File: src/rbad_cfg.svh
// Constants for the rebuild-assist diagnostic page block
// Functional notes
// RQ1: A results request for page 42h returns the rebuild-assist input page.
// RQ2: Input page byte 4 bit 0 shows one while rebuild assist mode is on.
// RQ3: Byte 7 holds n; mask and disable fields take n bytes each; length 4+2n.
// RQ4: Each mask bit is one exactly when that disable bit is supported.
// RQ5: Disabled elements read back as ones and give predicted read and write errors.
// RQ6: The initiator changes the mode only by sending the output page.
// RQ7: Enable set: validate every field first, then enter rebuild assist mode.
// RQ8: Enable clear: leave the mode, ignore other fields, re-enable all elements.
// RQ9: The initiator copies the reported element length into the output page.
// RQ10: A wrong element length ends with ILLEGAL REQUEST, invalid parameter field.
// RQ11: Mask bytes of a received output page are ignored.
// RQ12: A disable bit of one makes that element's LBAs act as predicted errors.
// RQ13: A disable bit of zero makes that element's LBAs free of predicted errors.
// RQ14: Reject unsupported bits, all supported bits set, or clearing set bits.
// RQ15: Predicted read errors give ABORTED COMMAND, first failing LBA, run's last LBA.
`ifndef RBAD_CFG_SVH
`define RBAD_CFG_SVH

// Page layout
`define RBAD_PAGE_CODE      8'h42
`define RBAD_BYTE_CODE      6'h00
`define RBAD_BYTE_PLEN_HI   6'h02
`define RBAD_BYTE_PLEN_LO   6'h03
`define RBAD_BYTE_ENABLE    6'h04
`define RBAD_BYTE_ELEN      6'h07
`define RBAD_BYTE_FIELDS    6'h08
`define RBAD_BIT_ENABLE     0

// Sense codes
`define RBAD_SK_GOOD        4'h0
`define RBAD_SK_ILLEGAL     4'h5
`define RBAD_SK_ABORTED     4'hB
`define RBAD_ASC_NONE       8'h00
`define RBAD_ASC_INV_PARAM  8'h26
`define RBAD_ASC_INV_CDB    8'h24
`define RBAD_ASCQ_ZERO      8'h00

// Register byte offsets
`define RBAD_REG_STATUS     5'h00
`define RBAD_REG_SUPPORT    5'h04
`define RBAD_REG_DISABLED   5'h08
`define RBAD_REG_IRQ_STAT   5'h0C
`define RBAD_REG_IRQ_MASK   5'h10
`define RBAD_REG_SENSE      5'h14

// Register fields
`define RBAD_STATUS_MODE    0
`define RBAD_IRQ_MODE_CHG   0
`define RBAD_IRQ_REJECT     1
`define RBAD_IRQ_PRED_READ  2
`define RBAD_IRQ_BITS       3

// Reset values
`define RBAD_IRQ_MASK_RST   3'h0

`endif

File: src/rbad_pkg.sv
// Types for the rebuild-assist diagnostic page block
package rbad_pkg;

	// Input page streaming state
	typedef enum logic [0:0] {
		RBAD_OUT_IDLE = 1'b0,
		RBAD_OUT_SEND = 1'b1
	} rbad_out_state_type;

endpackage

File: src/rbad_top.sv
// Rebuild-assist diagnostic page handler with Avalon-MM registers
`timescale 1ns/1ps
`default_nettype none
`include "rbad_cfg.svh"

module rbad_top #(
	parameter int          ELEM_BYTES  = 2,
	parameter int          LBA_W       = 32,
	parameter logic [31:0] SUPP_RST    = 32'hFFFF_FFFF,
	parameter logic [7:0]  MRE_ASC     = 8'h11,
	parameter logic [7:0]  MRE_ASCQ    = 8'h1D
) (
	// Clock and reset
	input  wire logic                          clk,
	input  wire logic                          rst,
	// Avalon-MM slave
	input  wire logic [4:0]                    address,
	input  wire logic                          read,
	input  wire logic                          write,
	input  wire logic [31:0]                   writedata,
	output var  logic [31:0]                   readdata,
	output logic                               waitrequest,
	output logic                               irq,
	// Results request
	input  wire logic                          diag_req,
	input  wire logic [7:0]                    diag_page,
	output logic                               diag_req_ready,
	// Input page bytes to the initiator
	output var  logic                          pg_out_valid,
	output var  logic [7:0]                    pg_out_data,
	output var  logic                          pg_out_last,
	input  wire logic                          pg_out_ready,
	// Output page bytes from the initiator
	input  wire logic                          pg_in_valid,
	input  wire logic [7:0]                    pg_in_data,
	input  wire logic                          pg_in_last,
	output logic                               pg_in_ready,
	// Diagnostic command completion
	output var  logic                          cmd_done,
	output var  logic                          cmd_check,
	output var  logic [3:0]                    sense_key,
	output var  logic [7:0]                    sense_asc,
	output var  logic [7:0]                    sense_ascq,
	// Media access lookup
	input  wire logic                          acc_valid,
	input  wire logic                          acc_read,
	input  wire logic [LBA_W-1:0]              acc_lba,
	input  wire logic [$clog2(8*ELEM_BYTES)-1:0] acc_elem,
	output var  logic                          acc_done,
	output var  logic                          acc_predicted,
	// Read command framing and report
	input  wire logic                          read_start,
	input  wire logic                          read_end,
	output var  logic                          read_done,
	output var  logic                          read_check,
	output var  logic [3:0]                    read_key,
	output var  logic [7:0]                    read_asc,
	output var  logic [7:0]                    read_ascq,
	output var  logic [LBA_W-1:0]              read_info,
	output var  logic [LBA_W-1:0]              read_csi
);

	localparam int         EW        = 8 * ELEM_BYTES;
	localparam logic [15:0] PAGE_LEN = 16'(4 + 2 * ELEM_BYTES);
	localparam logic [5:0] LAST_IDX  = 6'(7 + 2 * ELEM_BYTES);
	localparam logic [5:0] TOTAL     = 6'(8 + 2 * ELEM_BYTES);
	localparam logic [5:0] DIS_IDX   = 6'(8 + ELEM_BYTES);
	localparam logic [7:0] ELEN      = 8'(ELEM_BYTES);

	// Mode state
	logic                mode;
	logic [EW-1:0]       supp;
	logic [EW-1:0]       dis;
	// Output page capture
	logic [5:0]          in_cnt;
	logic                eval;
	logic [7:0]          in_code;
	logic [15:0]         in_plen;
	logic                in_en;
	logic [7:0]          in_n;
	logic [EW-1:0]       in_dis;
	// Input page streaming
	rbad_pkg::rbad_out_state_type out_state;
	logic [5:0]          out_idx;
	// Bus and interrupts
	logic                ack;
	logic                acc_rd;
	logic                acc_wr;
	logic [`RBAD_IRQ_BITS-1:0] irq_stat;
	logic [`RBAD_IRQ_BITS-1:0] irq_mask;
	logic [`RBAD_IRQ_BITS-1:0] irq_ev;
	// Read run tracker
	logic                run_have;
	logic                run_open;
	logic [LBA_W-1:0]    run_first;
	logic [LBA_W-1:0]    run_last;

	// Byte of the input page at a given index, fields sent MSB first
	function automatic logic [7:0] page_byte(input logic [5:0] idx, input logic m,
			input logic [EW-1:0] s, input logic [EW-1:0] d);
		logic [7:0] b;
		int         k;
		b = 8'h00;
		k = 0;
		if (idx == `RBAD_BYTE_CODE) begin
			b = `RBAD_PAGE_CODE; // RQ1
		end else if (idx == `RBAD_BYTE_PLEN_HI) begin
			b = PAGE_LEN[15:8]; // RQ3
		end else if (idx == `RBAD_BYTE_PLEN_LO) begin
			b = PAGE_LEN[7:0]; // RQ3
		end else if (idx == `RBAD_BYTE_ENABLE) begin
			b = {7'h00, m}; // RQ2
		end else if (idx == `RBAD_BYTE_ELEN) begin
			b = ELEN; // RQ3
		end else if (idx >= `RBAD_BYTE_FIELDS && idx < DIS_IDX) begin
			k = ELEM_BYTES - 1 - (int'(idx) - 8);
			b = s[8*k +: 8]; // RQ4
		end else if (idx >= DIS_IDX && idx <= LAST_IDX) begin
			k = ELEM_BYTES - 1 - (int'(idx) - int'(DIS_IDX));
			b = d[8*k +: 8]; // RQ5
		end
		return b;
	endfunction

	// Handshakes: one command at a time, so reads never see a half-applied page
	assign pg_in_ready    = (out_state == rbad_pkg::RBAD_OUT_IDLE) && !eval;
	assign diag_req_ready = pg_in_ready && (in_cnt == 6'h00);

	// Validation of a captured output page
	logic bad_len;
	logic bad_page;
	logic bad_dis;
	assign bad_len  = (in_n != ELEN); // RQ10
	assign bad_page = (in_code != `RBAD_PAGE_CODE) || (in_plen != PAGE_LEN) || (in_cnt < TOTAL);
	assign bad_dis  = ((in_dis & ~supp) != '0)                      // RQ14
		|| ((supp != '0) && ((in_dis & supp) == supp))             // RQ14
		|| ((dis & ~in_dis) != '0);                                // RQ14

	logic reject;
	// A page cut before its enable byte is refused, never taken as a disable
	assign reject = in_en ? (bad_len || bad_page || bad_dis)
		: ((in_code != `RBAD_PAGE_CODE) || (in_cnt <= `RBAD_BYTE_ENABLE));

	// Capture of output page bytes; mask bytes are dropped on the floor
	always_ff @(posedge clk or posedge rst) begin
		if (rst) begin
			in_cnt  <= 6'h00;
			eval    <= 1'b0;
			in_code <= 8'h00;
			in_plen <= 16'h0000;
			in_en   <= 1'b0;
			in_n    <= 8'h00;
			in_dis  <= '0;
		end else if (eval) begin
			eval   <= 1'b0;
			in_cnt <= 6'h00;
			in_dis <= '0;
			in_n   <= 8'h00;
			in_en  <= 1'b0;
		end else if (pg_in_valid && pg_in_ready) begin
			if (in_cnt != 6'h3F) begin
				in_cnt <= in_cnt + 6'h01; // Saturates on oversized pages
			end
			eval <= pg_in_last;
			unique case (in_cnt)
				`RBAD_BYTE_CODE:    in_code <= pg_in_data;
				`RBAD_BYTE_PLEN_HI: in_plen[15:8] <= pg_in_data;
				`RBAD_BYTE_PLEN_LO: in_plen[7:0] <= pg_in_data;
				`RBAD_BYTE_ENABLE:  in_en <= pg_in_data[`RBAD_BIT_ENABLE];
				`RBAD_BYTE_ELEN:    in_n <= pg_in_data;
				default: begin
					if (in_cnt >= DIS_IDX && in_cnt <= LAST_IDX) begin
						in_dis[8*(ELEM_BYTES-1-(int'(in_cnt)-int'(DIS_IDX))) +: 8] <= pg_in_data;
					end
				end
			endcase // RQ11
		end
	end

	// Mode and disabled elements: change only after the whole page checks out
	always_ff @(posedge clk or posedge rst) begin
		if (rst) begin
			mode <= 1'b0;
			dis  <= '0;
		end else if (eval && !reject) begin
			if (in_en) begin
				mode <= 1'b1;   // RQ7
				dis  <= in_dis; // RQ12 RQ13
			end else begin
				mode <= 1'b0; // RQ8
				dis  <= '0;   // RQ8
			end
		end
	end

	// Input page streaming, one byte per accepted beat
	always_ff @(posedge clk or posedge rst) begin
		if (rst) begin
			out_state    <= rbad_pkg::RBAD_OUT_IDLE;
			out_idx      <= 6'h00;
			pg_out_valid <= 1'b0;
			pg_out_data  <= 8'h00;
			pg_out_last  <= 1'b0;
		end else begin
			unique case (out_state)
				rbad_pkg::RBAD_OUT_IDLE: begin
					if (diag_req && diag_req_ready && diag_page == `RBAD_PAGE_CODE) begin
						out_state    <= rbad_pkg::RBAD_OUT_SEND; // RQ1
						out_idx      <= 6'h00;
						pg_out_valid <= 1'b1;
						pg_out_data  <= page_byte(6'h00, mode, supp, dis);
						pg_out_last  <= 1'b0;
					end
				end
				rbad_pkg::RBAD_OUT_SEND: begin
					if (pg_out_ready) begin
						if (pg_out_last) begin
							out_state    <= rbad_pkg::RBAD_OUT_IDLE;
							pg_out_valid <= 1'b0;
							pg_out_last  <= 1'b0;
						end else begin
							out_idx     <= out_idx + 6'h01;
							pg_out_data <= page_byte(out_idx + 6'h01, mode, supp, dis);
							pg_out_last <= (out_idx + 6'h01) == LAST_IDX; // RQ3
						end
					end
				end
			endcase
		end
	end

	// Diagnostic completion and sense data
	always_ff @(posedge clk or posedge rst) begin
		if (rst) begin
			cmd_done   <= 1'b0;
			cmd_check  <= 1'b0;
			sense_key  <= `RBAD_SK_GOOD;
			sense_asc  <= `RBAD_ASC_NONE;
			sense_ascq <= `RBAD_ASCQ_ZERO;
		end else begin
			cmd_done <= 1'b0;
			if (eval) begin
				cmd_done   <= 1'b1;
				cmd_check  <= reject;
				sense_key  <= reject ? `RBAD_SK_ILLEGAL : `RBAD_SK_GOOD;      // RQ10 RQ14
				sense_asc  <= reject ? `RBAD_ASC_INV_PARAM : `RBAD_ASC_NONE;  // RQ10 RQ14
				sense_ascq <= `RBAD_ASCQ_ZERO;
			end else if (diag_req && diag_req_ready && diag_page != `RBAD_PAGE_CODE) begin
				cmd_done   <= 1'b1;
				cmd_check  <= 1'b1;
				sense_key  <= `RBAD_SK_ILLEGAL;
				sense_asc  <= `RBAD_ASC_INV_CDB;
				sense_ascq <= `RBAD_ASCQ_ZERO;
			end else if (out_state == rbad_pkg::RBAD_OUT_SEND && pg_out_ready && pg_out_last) begin
				cmd_done   <= 1'b1;
				cmd_check  <= 1'b0;
				sense_key  <= `RBAD_SK_GOOD;
				sense_asc  <= `RBAD_ASC_NONE;
				sense_ascq <= `RBAD_ASCQ_ZERO;
			end
		end
	end

	// Media lookup: an element counts only while the mode is on
	always_ff @(posedge clk or posedge rst) begin
		if (rst) begin
			acc_done      <= 1'b0;
			acc_predicted <= 1'b0;
		end else begin
			acc_done      <= acc_valid;
			acc_predicted <= acc_valid && mode && dis[acc_elem]; // RQ5 RQ12 RQ13
		end
	end

	// Read run tracker: first failing LBA and end of its contiguous run
	logic pred_rd;
	assign pred_rd = acc_valid && acc_read && mode && dis[acc_elem];

	always_ff @(posedge clk or posedge rst) begin
		if (rst) begin
			run_have  <= 1'b0;
			run_open  <= 1'b0;
			run_first <= '0;
			run_last  <= '0;
		end else if (read_start) begin
			run_have <= 1'b0;
			run_open <= 1'b0;
		end else if (pred_rd) begin
			if (!run_have) begin
				run_have  <= 1'b1; // RQ15
				run_open  <= 1'b1;
				run_first <= acc_lba;
				run_last  <= acc_lba;
			end else if (run_open && acc_lba == run_last + LBA_W'(1)) begin
				run_last <= acc_lba; // RQ15
			end else begin
				run_open <= 1'b0; // A gap closes the run for good
			end
		end else if (acc_valid && acc_read && run_have) begin
			run_open <= 1'b0; // A clean block also ends contiguity
		end
	end

	// Read report at the end of each read command
	always_ff @(posedge clk or posedge rst) begin
		if (rst) begin
			read_done  <= 1'b0;
			read_check <= 1'b0;
			read_key   <= `RBAD_SK_GOOD;
			read_asc   <= `RBAD_ASC_NONE;
			read_ascq  <= `RBAD_ASCQ_ZERO;
			read_info  <= '0;
			read_csi   <= '0;
		end else begin
			read_done <= read_end;
			if (read_end) begin
				read_check <= run_have;
				read_key   <= run_have ? `RBAD_SK_ABORTED : `RBAD_SK_GOOD; // RQ15
				read_asc   <= run_have ? MRE_ASC : `RBAD_ASC_NONE;         // RQ15
				read_ascq  <= run_have ? MRE_ASCQ : `RBAD_ASCQ_ZERO;       // RQ15
				read_info  <= run_first;
				read_csi   <= run_last;
			end
		end
	end

	// Avalon slave: one wait cycle, then the access completes
	assign waitrequest = (read || write) && !ack;
	assign acc_rd      = read && ack;
	assign acc_wr      = write && ack;

	always_ff @(posedge clk or posedge rst) begin
		if (rst) begin
			ack <= 1'b0;
		end else begin
			ack <= (read || write) && !ack;
		end
	end

	// Read data is latched in the wait cycle and stands at the accept edge
	always_ff @(posedge clk or posedge rst) begin
		if (rst) begin
			readdata <= 32'h0000_0000;
		end else if (read && !ack) begin
			unique case (address)
				`RBAD_REG_STATUS:   readdata <= 32'(mode);
				`RBAD_REG_SUPPORT:  readdata <= 32'(supp);
				`RBAD_REG_DISABLED: readdata <= 32'(dis);
				`RBAD_REG_IRQ_STAT: readdata <= 32'(irq_stat);
				`RBAD_REG_IRQ_MASK: readdata <= 32'(irq_mask);
				`RBAD_REG_SENSE:    readdata <= {12'h000, sense_key, sense_asc, sense_ascq};
				default:            readdata <= 32'h0000_0000;
			endcase
		end
	end

	// Writable registers; the supported set steers validation and the input page
	always_ff @(posedge clk or posedge rst) begin
		if (rst) begin
			supp     <= SUPP_RST[EW-1:0];
			irq_mask <= `RBAD_IRQ_MASK_RST;
		end else if (acc_wr) begin
			if (address == `RBAD_REG_SUPPORT) begin
				supp <= writedata[EW-1:0]; // RQ4
			end
			if (address == `RBAD_REG_IRQ_MASK) begin
				irq_mask <= writedata[`RBAD_IRQ_BITS-1:0];
			end
		end
	end

	// Sticky events; a read clears only the bits it returned, so new events survive
	always_comb begin
		irq_ev = '0;
		irq_ev[`RBAD_IRQ_MODE_CHG]  = eval && !reject && (mode != in_en);
		irq_ev[`RBAD_IRQ_REJECT]    = eval && reject;
		irq_ev[`RBAD_IRQ_PRED_READ] = read_end && run_have;
	end

	always_ff @(posedge clk or posedge rst) begin
		if (rst) begin
			irq_stat <= '0;
		end else if (acc_rd && address == `RBAD_REG_IRQ_STAT) begin
			irq_stat <= (irq_stat & ~readdata[`RBAD_IRQ_BITS-1:0]) | irq_ev;
		end else begin
			irq_stat <= irq_stat | irq_ev;
		end
	end

	assign irq = (irq_stat & irq_mask) != '0;

endmodule
`default_nettype wire

File: config.mk
export PLATFORM = sky130hd
export DESIGN_NAME = rbad_top
export DESIGN_NICKNAME = d
export VERILOG_FILES = /design/src/rbad_pkg.sv /design/src/rbad_top.sv
export VERILOG_INCLUDE_DIRS = /design/src /design/src/src
export SDC_FILE = /design/constraint.sdc
export NUM_CORES = 1
export LEC_CHECK = 0
export BUFFER_PORTS_ARGS = -buffer_cell sky130_fd_sc_hd__buf_2
export CAP_MARGIN = 20
export CORE_ASPECT_RATIO = 0.5
export CORE_MARGIN = 2
export CORE_UTILIZATION = 30
export DETAILED_ROUTE_END_ITERATION = 10
export SLEW_MARGIN = 10
export SYNTH_ARGS = -nofsm -noshare
export SYNTH_HDL_FRONTEND = slang
export SYNTH_SLANG_ARGS = --single-unit
File: constraint.sdc
create_clock -name clk -period 9.6 [get_ports clk]
set_input_delay 0.48 -clock clk [delete_from_list [all_inputs] [get_ports clk]]
set_output_delay 0.48 -clock clk [all_outputs]
set_load 0.01 [all_outputs]
# After elaboration in Yosys (flattened, before gate mapping)
# Cells that the tools add are included.
dict set report totals {
  reg_bits 321
  output_inout_bits 156
  elab_cells 253
}
dict set report classes {
  n_eq_ne 30
  n_reduce_logical 70
  n_addsub 10
  shifts 4
  bitwise_logic 14
  n_lt_le_gt_ge 9
  muxes 78
}
# op count
set op_table {}
lappend op_table {{8-bit 2-to-1 mux} 18}
lappend op_table {{20-bit one-hot mux with 6 select lines} 1}
lappend op_table {{16-bit 2-to-1 mux} 5}
lappend op_table {{32-bit 2-to-1 mux} 2}
lappend op_table {{16-bit bitwise AND} 3}
lappend op_table {{16-bit nonzero test} 3}
lappend op_table {{6-bit 2-to-1 mux} 7}
lappend op_table {{11-bit negation with 33-bit output} 1}
lappend op_table {{8-bit by 33-bit variable shift with 16-bit output, first input constant} 1}
lappend op_table {{8-bit by 33-bit indexed part select with 16-bit output} 1}
lappend op_table {{32-bit by 1-bit adder with 32-bit output, second input constant} 1}
lappend op_table {{32-bit equality test} 1}
lappend op_table {{16-bit inverter} 2}
lappend op_table {{16-bit by 11-bit indexed part select with 8-bit output} 2}
lappend op_table {{1-bit 2-to-1 mux} 30}
lappend op_table {{1-bit logical AND} 28}
lappend op_table {{6-bit by 2-bit equality test with 1-bit output, second input constant} 4}
lappend op_table {{6-bit by 3-bit equality test with 1-bit output, second input constant} 4}
lappend op_table {{3-bit AND reduction} 8}
lappend op_table {{2-bit by 7-bit subtractor with 8-bit output, first input constant} 3}
lappend op_table {{6-bit by 4-bit subtractor with 7-bit output, second input constant} 3}
lappend op_table {{6-bit by 4-bit >= comparator with 1-bit output, second input constant} 3}
lappend op_table {{16-bit bitwise mux} 1}
lappend op_table {{16-bit equality test} 1}
lappend op_table {{37 further kinds} 82}

# Longest topological paths before layout
dict set report logic_depth {
  word_depth 14
  mapped_depth 16
  depth_no_buf 14
}

# Worst setup path after synthesis
# Ideal clock, no wire load.
dict set report synth_timing {
  path_type {register to register}
  startpoint {reg in_cnt[1]}
  endpoint {reg in_dis[0]}
  stages_incl_launch_ff 17
  path_slack_ns 4.914
  synth_period_minus_slack_ns 4.686
  t_arrival_ns 4.607
  setup_time_ns 0.079
  path_cell_list {dfrtp_1 > buf_2 > inv_1 > ha_1 > nor2b_1 > nor3_1 > or2_1 > o21ai_0 > ha_1 > or4b_1 > nor4_1 > o2111ai_1 > or3_1 > nor3_2 > o2111a_1 > buf_2 > mux2i_1}
}
dict set report synth_between {
  elab_chain_cells 9
}
# item line
set synth_rtl {}
lappend synth_rtl {{start, declared} rbad_top.sv:75} ;# logic [5:0] in_cnt;
lappend synth_rtl {{start signal, assigned} rbad_top.sv:162} ;# in_cnt <= in_cnt + 6'h01;
lappend synth_rtl {{6-bit by 4-bit subtractor with 7-bit output} rbad_top.sv:173} ;# in_dis[8*(ELEM_BYTES-1-(int'(in_cnt)-int'(DIS_IDX))) +: 8] <= pg_in_data;
lappend synth_rtl {{2-bit by 7-bit subtractor with 8-bit output} rbad_top.sv:173}
lappend synth_rtl {{11-bit negation with 33-bit output} rbad_top.sv:173}
lappend synth_rtl {{8-bit by 33-bit indexed part select with 16-bit output / 8-bit by 33-bit variable shift with 16-bit output (equally long branches)} rbad_top.sv:173}
lappend synth_rtl {{16-bit bitwise mux} rbad_top.sv:173}
lappend synth_rtl {{16-bit 2-to-1 mux} rbad_top.sv:172} ;# if (in_cnt >= DIS_IDX && in_cnt <= LAST_IDX) begin
lappend synth_rtl {{16-bit 2-to-1 mux} rbad_top.sv:165} ;# unique case (in_cnt)
lappend synth_rtl {{16-bit 2-to-1 mux} rbad_top.sv:160} ;# end else if (pg_in_valid && pg_in_ready) begin
lappend synth_rtl {{16-bit 2-to-1 mux} rbad_top.sv:154} ;# end else if (eval) begin
lappend synth_rtl {{end signal, assigned by index} rbad_top.sv:173}
lappend synth_rtl {{end, declared} rbad_top.sv:81} ;# logic [EW-1:0] in_dis;
# Several ways; a longest one is shown, not always the timed one. The select of a mux whose other input is x is not followed.
# A chain may end at the register's enable or synchronous reset.

# Worst setup path after layout
dict set report layout_timing {
  startpoint {reg in_cnt[1]}
  endpoint {reg in_dis[4]}
}
# Same word-level chain as after synthesis.

==> results.toml <==
[drt]
drt_iter0_drc = 879
routed_via_density = 5.02
drcViolationCount = 0
avgRoutedWirePerCell_um = 18.0
drtAntennaViolNets = 0
totalWireLength_um = 41200
drt_first_pass_iters = 5
via_count = 11467

[yosys]
netlist_top_cells_count = "dfrtp_1, nand2_1, mux2_2, mux2i_1, nor2_1"
synth_top_area_share = 0.423
ys_types = 80
synth_simple_gate_area_frac = 0.174
syn-instance-count = 1462
avgSynthCellArea_um2 = 10.2
ys_seq_area_frac = 0.451
yosysMostFrequentCell = "dfrtp_1"
yosys_warnings = 0
ys_ff_latch = 267
synth_edf_count = 0
mappedNetlistArea_um2 = 14900
synth_ff_type = "dfrtp_1"
synth-xor-area-share = 0.0304
synth_largest_area_cell = "dfrtp_1"
synth_area_leaders = "dfrtp_1, mux2_2, nand2_1"
synthArstFlopShare = 1.00
synthMuxAreaShare = 0.127
synth_top_family_by_area = "simple AND/OR/NAND/NOR gates"
synth_compound_area_frac = 0.134
synthAdderAreaFrac = 0.0211

[placement]
place_congestion = 0.866
dp.final_hpwl_um = 28900
placed_cells = 2230
pre_cts_ws_ps = 4520
io_buffers = 200

[sta]
max-slew-margin-rel = 0.269
tightest_slew_ps = 1100
setup_viol = 0
hold_violations = 0
clock_skew_ps = 9.73
fin_ws_ps = 4430
clock.fmax_ghz = 0.193
rsz0062_at_grt = "false"
finalMaxSlewViolations = 0
fin_crit_ps = 5170
period_share = 0.539
timing.setup.tns_ps = 0

[global_routing]
overflow = 0
grt_pass1_vias = 11358
track_usage = 0.157
antenna_found_initial = 4
grt_pass1_wl_um = 65300
grt_max_degree = 136

[cells_and_area]
multi_input_area_um2 = 7380
area_delta_synth_final_pct = 15.5
layout.cells.non_filler = 2284
layout-drive-gt1-share = 0.260
seqCellArea_um2 = 6700
utilization = 0.352
fin_nets = 1737
fill_cells = 4952

[power_and_ir_drop]
swShare = 0.283
ir_drop_uv = 112
p_leak_nw = 8.29
seqPwrFrac = 0.451
switching_power_mw = 0.824
power_frac_comb = 0.154
total_power_mw = 2.92
p_int_mw = 2.09
p_per_area_nw_per_um2 = 170
clkPwrFrac = 0.395

[floorplan]
coreArea_um2 = 48700
start_util = 0.305
die_x_um = 319
rows = 57
dieArea_um2 = 51400
io-pin-count = 257
die_h_um = 161

[setup_path]
cp-start-kind = "register"
worst-r2r-cell-count = 14
slowest_stage = "nor4_2"
critPathKind = "register to register"
r2r_end = "in_dis[4]"
r2r_slack_ps = 4430
cp-startpoint = "in_cnt[1]"
r2r-start = "in_cnt[1]"
crit_path_frequent_cell = "ha_1"
critical_path.endpoint = "in_dis[4]"
worstPathRequired_ps = 10090
end_kind = "register"
critical_path.cell_chain = "inv_1 > ha_1 > xor2_1 > nand3_1 > nor4_2 > o21ai_0 > ha_1 > or4b_1 > nor4_1 > o2111ai_1 > or3_1 > nor3_2 > o2111a_1 > mux2i_1"
worstPathMaxFanout = 12
crit_arrival_ps = 5660
cpPeakStageDelay_ps = 610

[clock_tree]
clock_sinks = 267
cts-root-buf = "clkbuf_16"
ctsHoldBuffers = 0
cts_resized = 0
cts_tree = "done"
cts_buffer_depth = 3
clk_latency_ps = 560
ctsHtreeMaxLevel = 1
clk_pin_slew_ps = 70
cts_setup_buffers = 0
cts_buffers = 28

[run_status]
status = "complete, no violations"

[run]
drv_cap = 0

[min_path]
min_path_type = "input pin to register"
holdPathStages = 2
-- worst max-delay path: cells and delay by family, from the launching register on --
kind            cells  cell delay, ps
simple gates        6            2310
compound gates      3             960
mux                 1             250
buf+inv             1             150
flops               1             590
fa+ha+maj           2             580
xor+xnor            1             230
-- area by class of cell --
cell class,count,area share
multi-input combinational,1051,0.430
sequential,267,0.390
timing repair buffer,214,0.0645
clock buffer,37,0.0470
inverter,49,0.0112
tap,649,0.0473
clock inverter,14,0.00941
antenna,3,0.000437
-- layer usage --
layer  global-route usage  vias up  wire length (µm)  part of all wire
met2                0.279      228             20900              0.51
met1                0.201     5689             17800              0.43
met5                    0        -                 0                 0
met3               0.0218       64              1500             0.036
li1                     -     5486                 -                 -
met4               0.0427        0              1010             0.025
-- flip-flops by register name, indices dropped and copies added, names as in the netlist, 3 cells and up --
| signal | cells |
|---|---|
| read_csi | 32 |
| read_info | 32 |
| run_first | 32 |
| run_last | 32 |
| readdata | 17 |
| dis | 16 |
| in_dis | 16 |
| in_plen | 16 |
| supp | 16 |
| in_code | 8 |
| in_n | 8 |
| pg_out_data | 8 |
| in_cnt | 6 |
| out_idx | 6 |
| irq_mask | 3 |
| irq_stat | 3 |
-- per-stage QoR --
stage | hold slack [ps] | area (µm²)
global placement | 458 | 16200
CTS | 69.2 | 17200
floorplan | 440 | 15000
global route | 73.9 | 17200
finish | 100 | 17200
detailed placement | 460 | 16200
-- worst min path at each step --
stage / startpoint / to / slack (ps)
after floorplan: run_first[0] / run_first[0] / 440
after global placement: pg_out_valid / pg_out_valid / 460
after detailed placement: run_first[12] / run_first[12] / 460
after CTS: read_start / run_have / 70
after global routing: read_start / run_have / 70
final: read_start / run_have / 100
-- power by group through the flow --
stage | Combinational [mW] | Sequential [mW] | Clock [mW]
after floorplan | 0.358 | 1.29 | 0
after global placement | 0.447 | 1.33 | 0
after detailed placement | 0.452 | 1.33 | 0
after CTS | 0.454 | 1.31 | 1.19
after global routing | 0.501 | 1.32 | 1.24
final | 0.449 | 1.32 | 1.15
-- cell usage in the layout, fill, tap and decap left out, drive strengths merged, types with 16 or more instances in the layout --
master / netlist / layout
conb: 1 / 40
inv: 49 / 49
mux2i: 63 / 63
nand3: 33 / 33
mux2: 103 / 103
and2: 18 / 18
buf: 77 / 214
a21boi: 30 / 30
o21ai: 53 / 53
o22ai: 18 / 18
nand2: 198 / 198
dfrtp: 251 / 251
xnor2: 29 / 29
nor4: 21 / 21
clkbuf: 57 / 37
o211ai: 33 / 33
dfstp: 16 / 16
nand2b: 31 / 31
ha: 25 / 25
nor2: 61 / 61
nand4: 47 / 47
xor2: 20 / 20
a21oi: 32 / 32
-- cells by family (layout without fill, tap and decap cells) --
logic type | count (synthesis) | after routing
DFF | 267 | 267
and+or+nand+nor | 501 | 501
xor gates and xnor gates | 50 | 50
other | 1 | 43
buffers and inverters | 183 | 314
AOI/OAI and AO/OA | 265 | 265
muxes | 170 | 170
adders and majority gates | 25 | 25
Note: power is estimated with default switching activity, not from simulation.
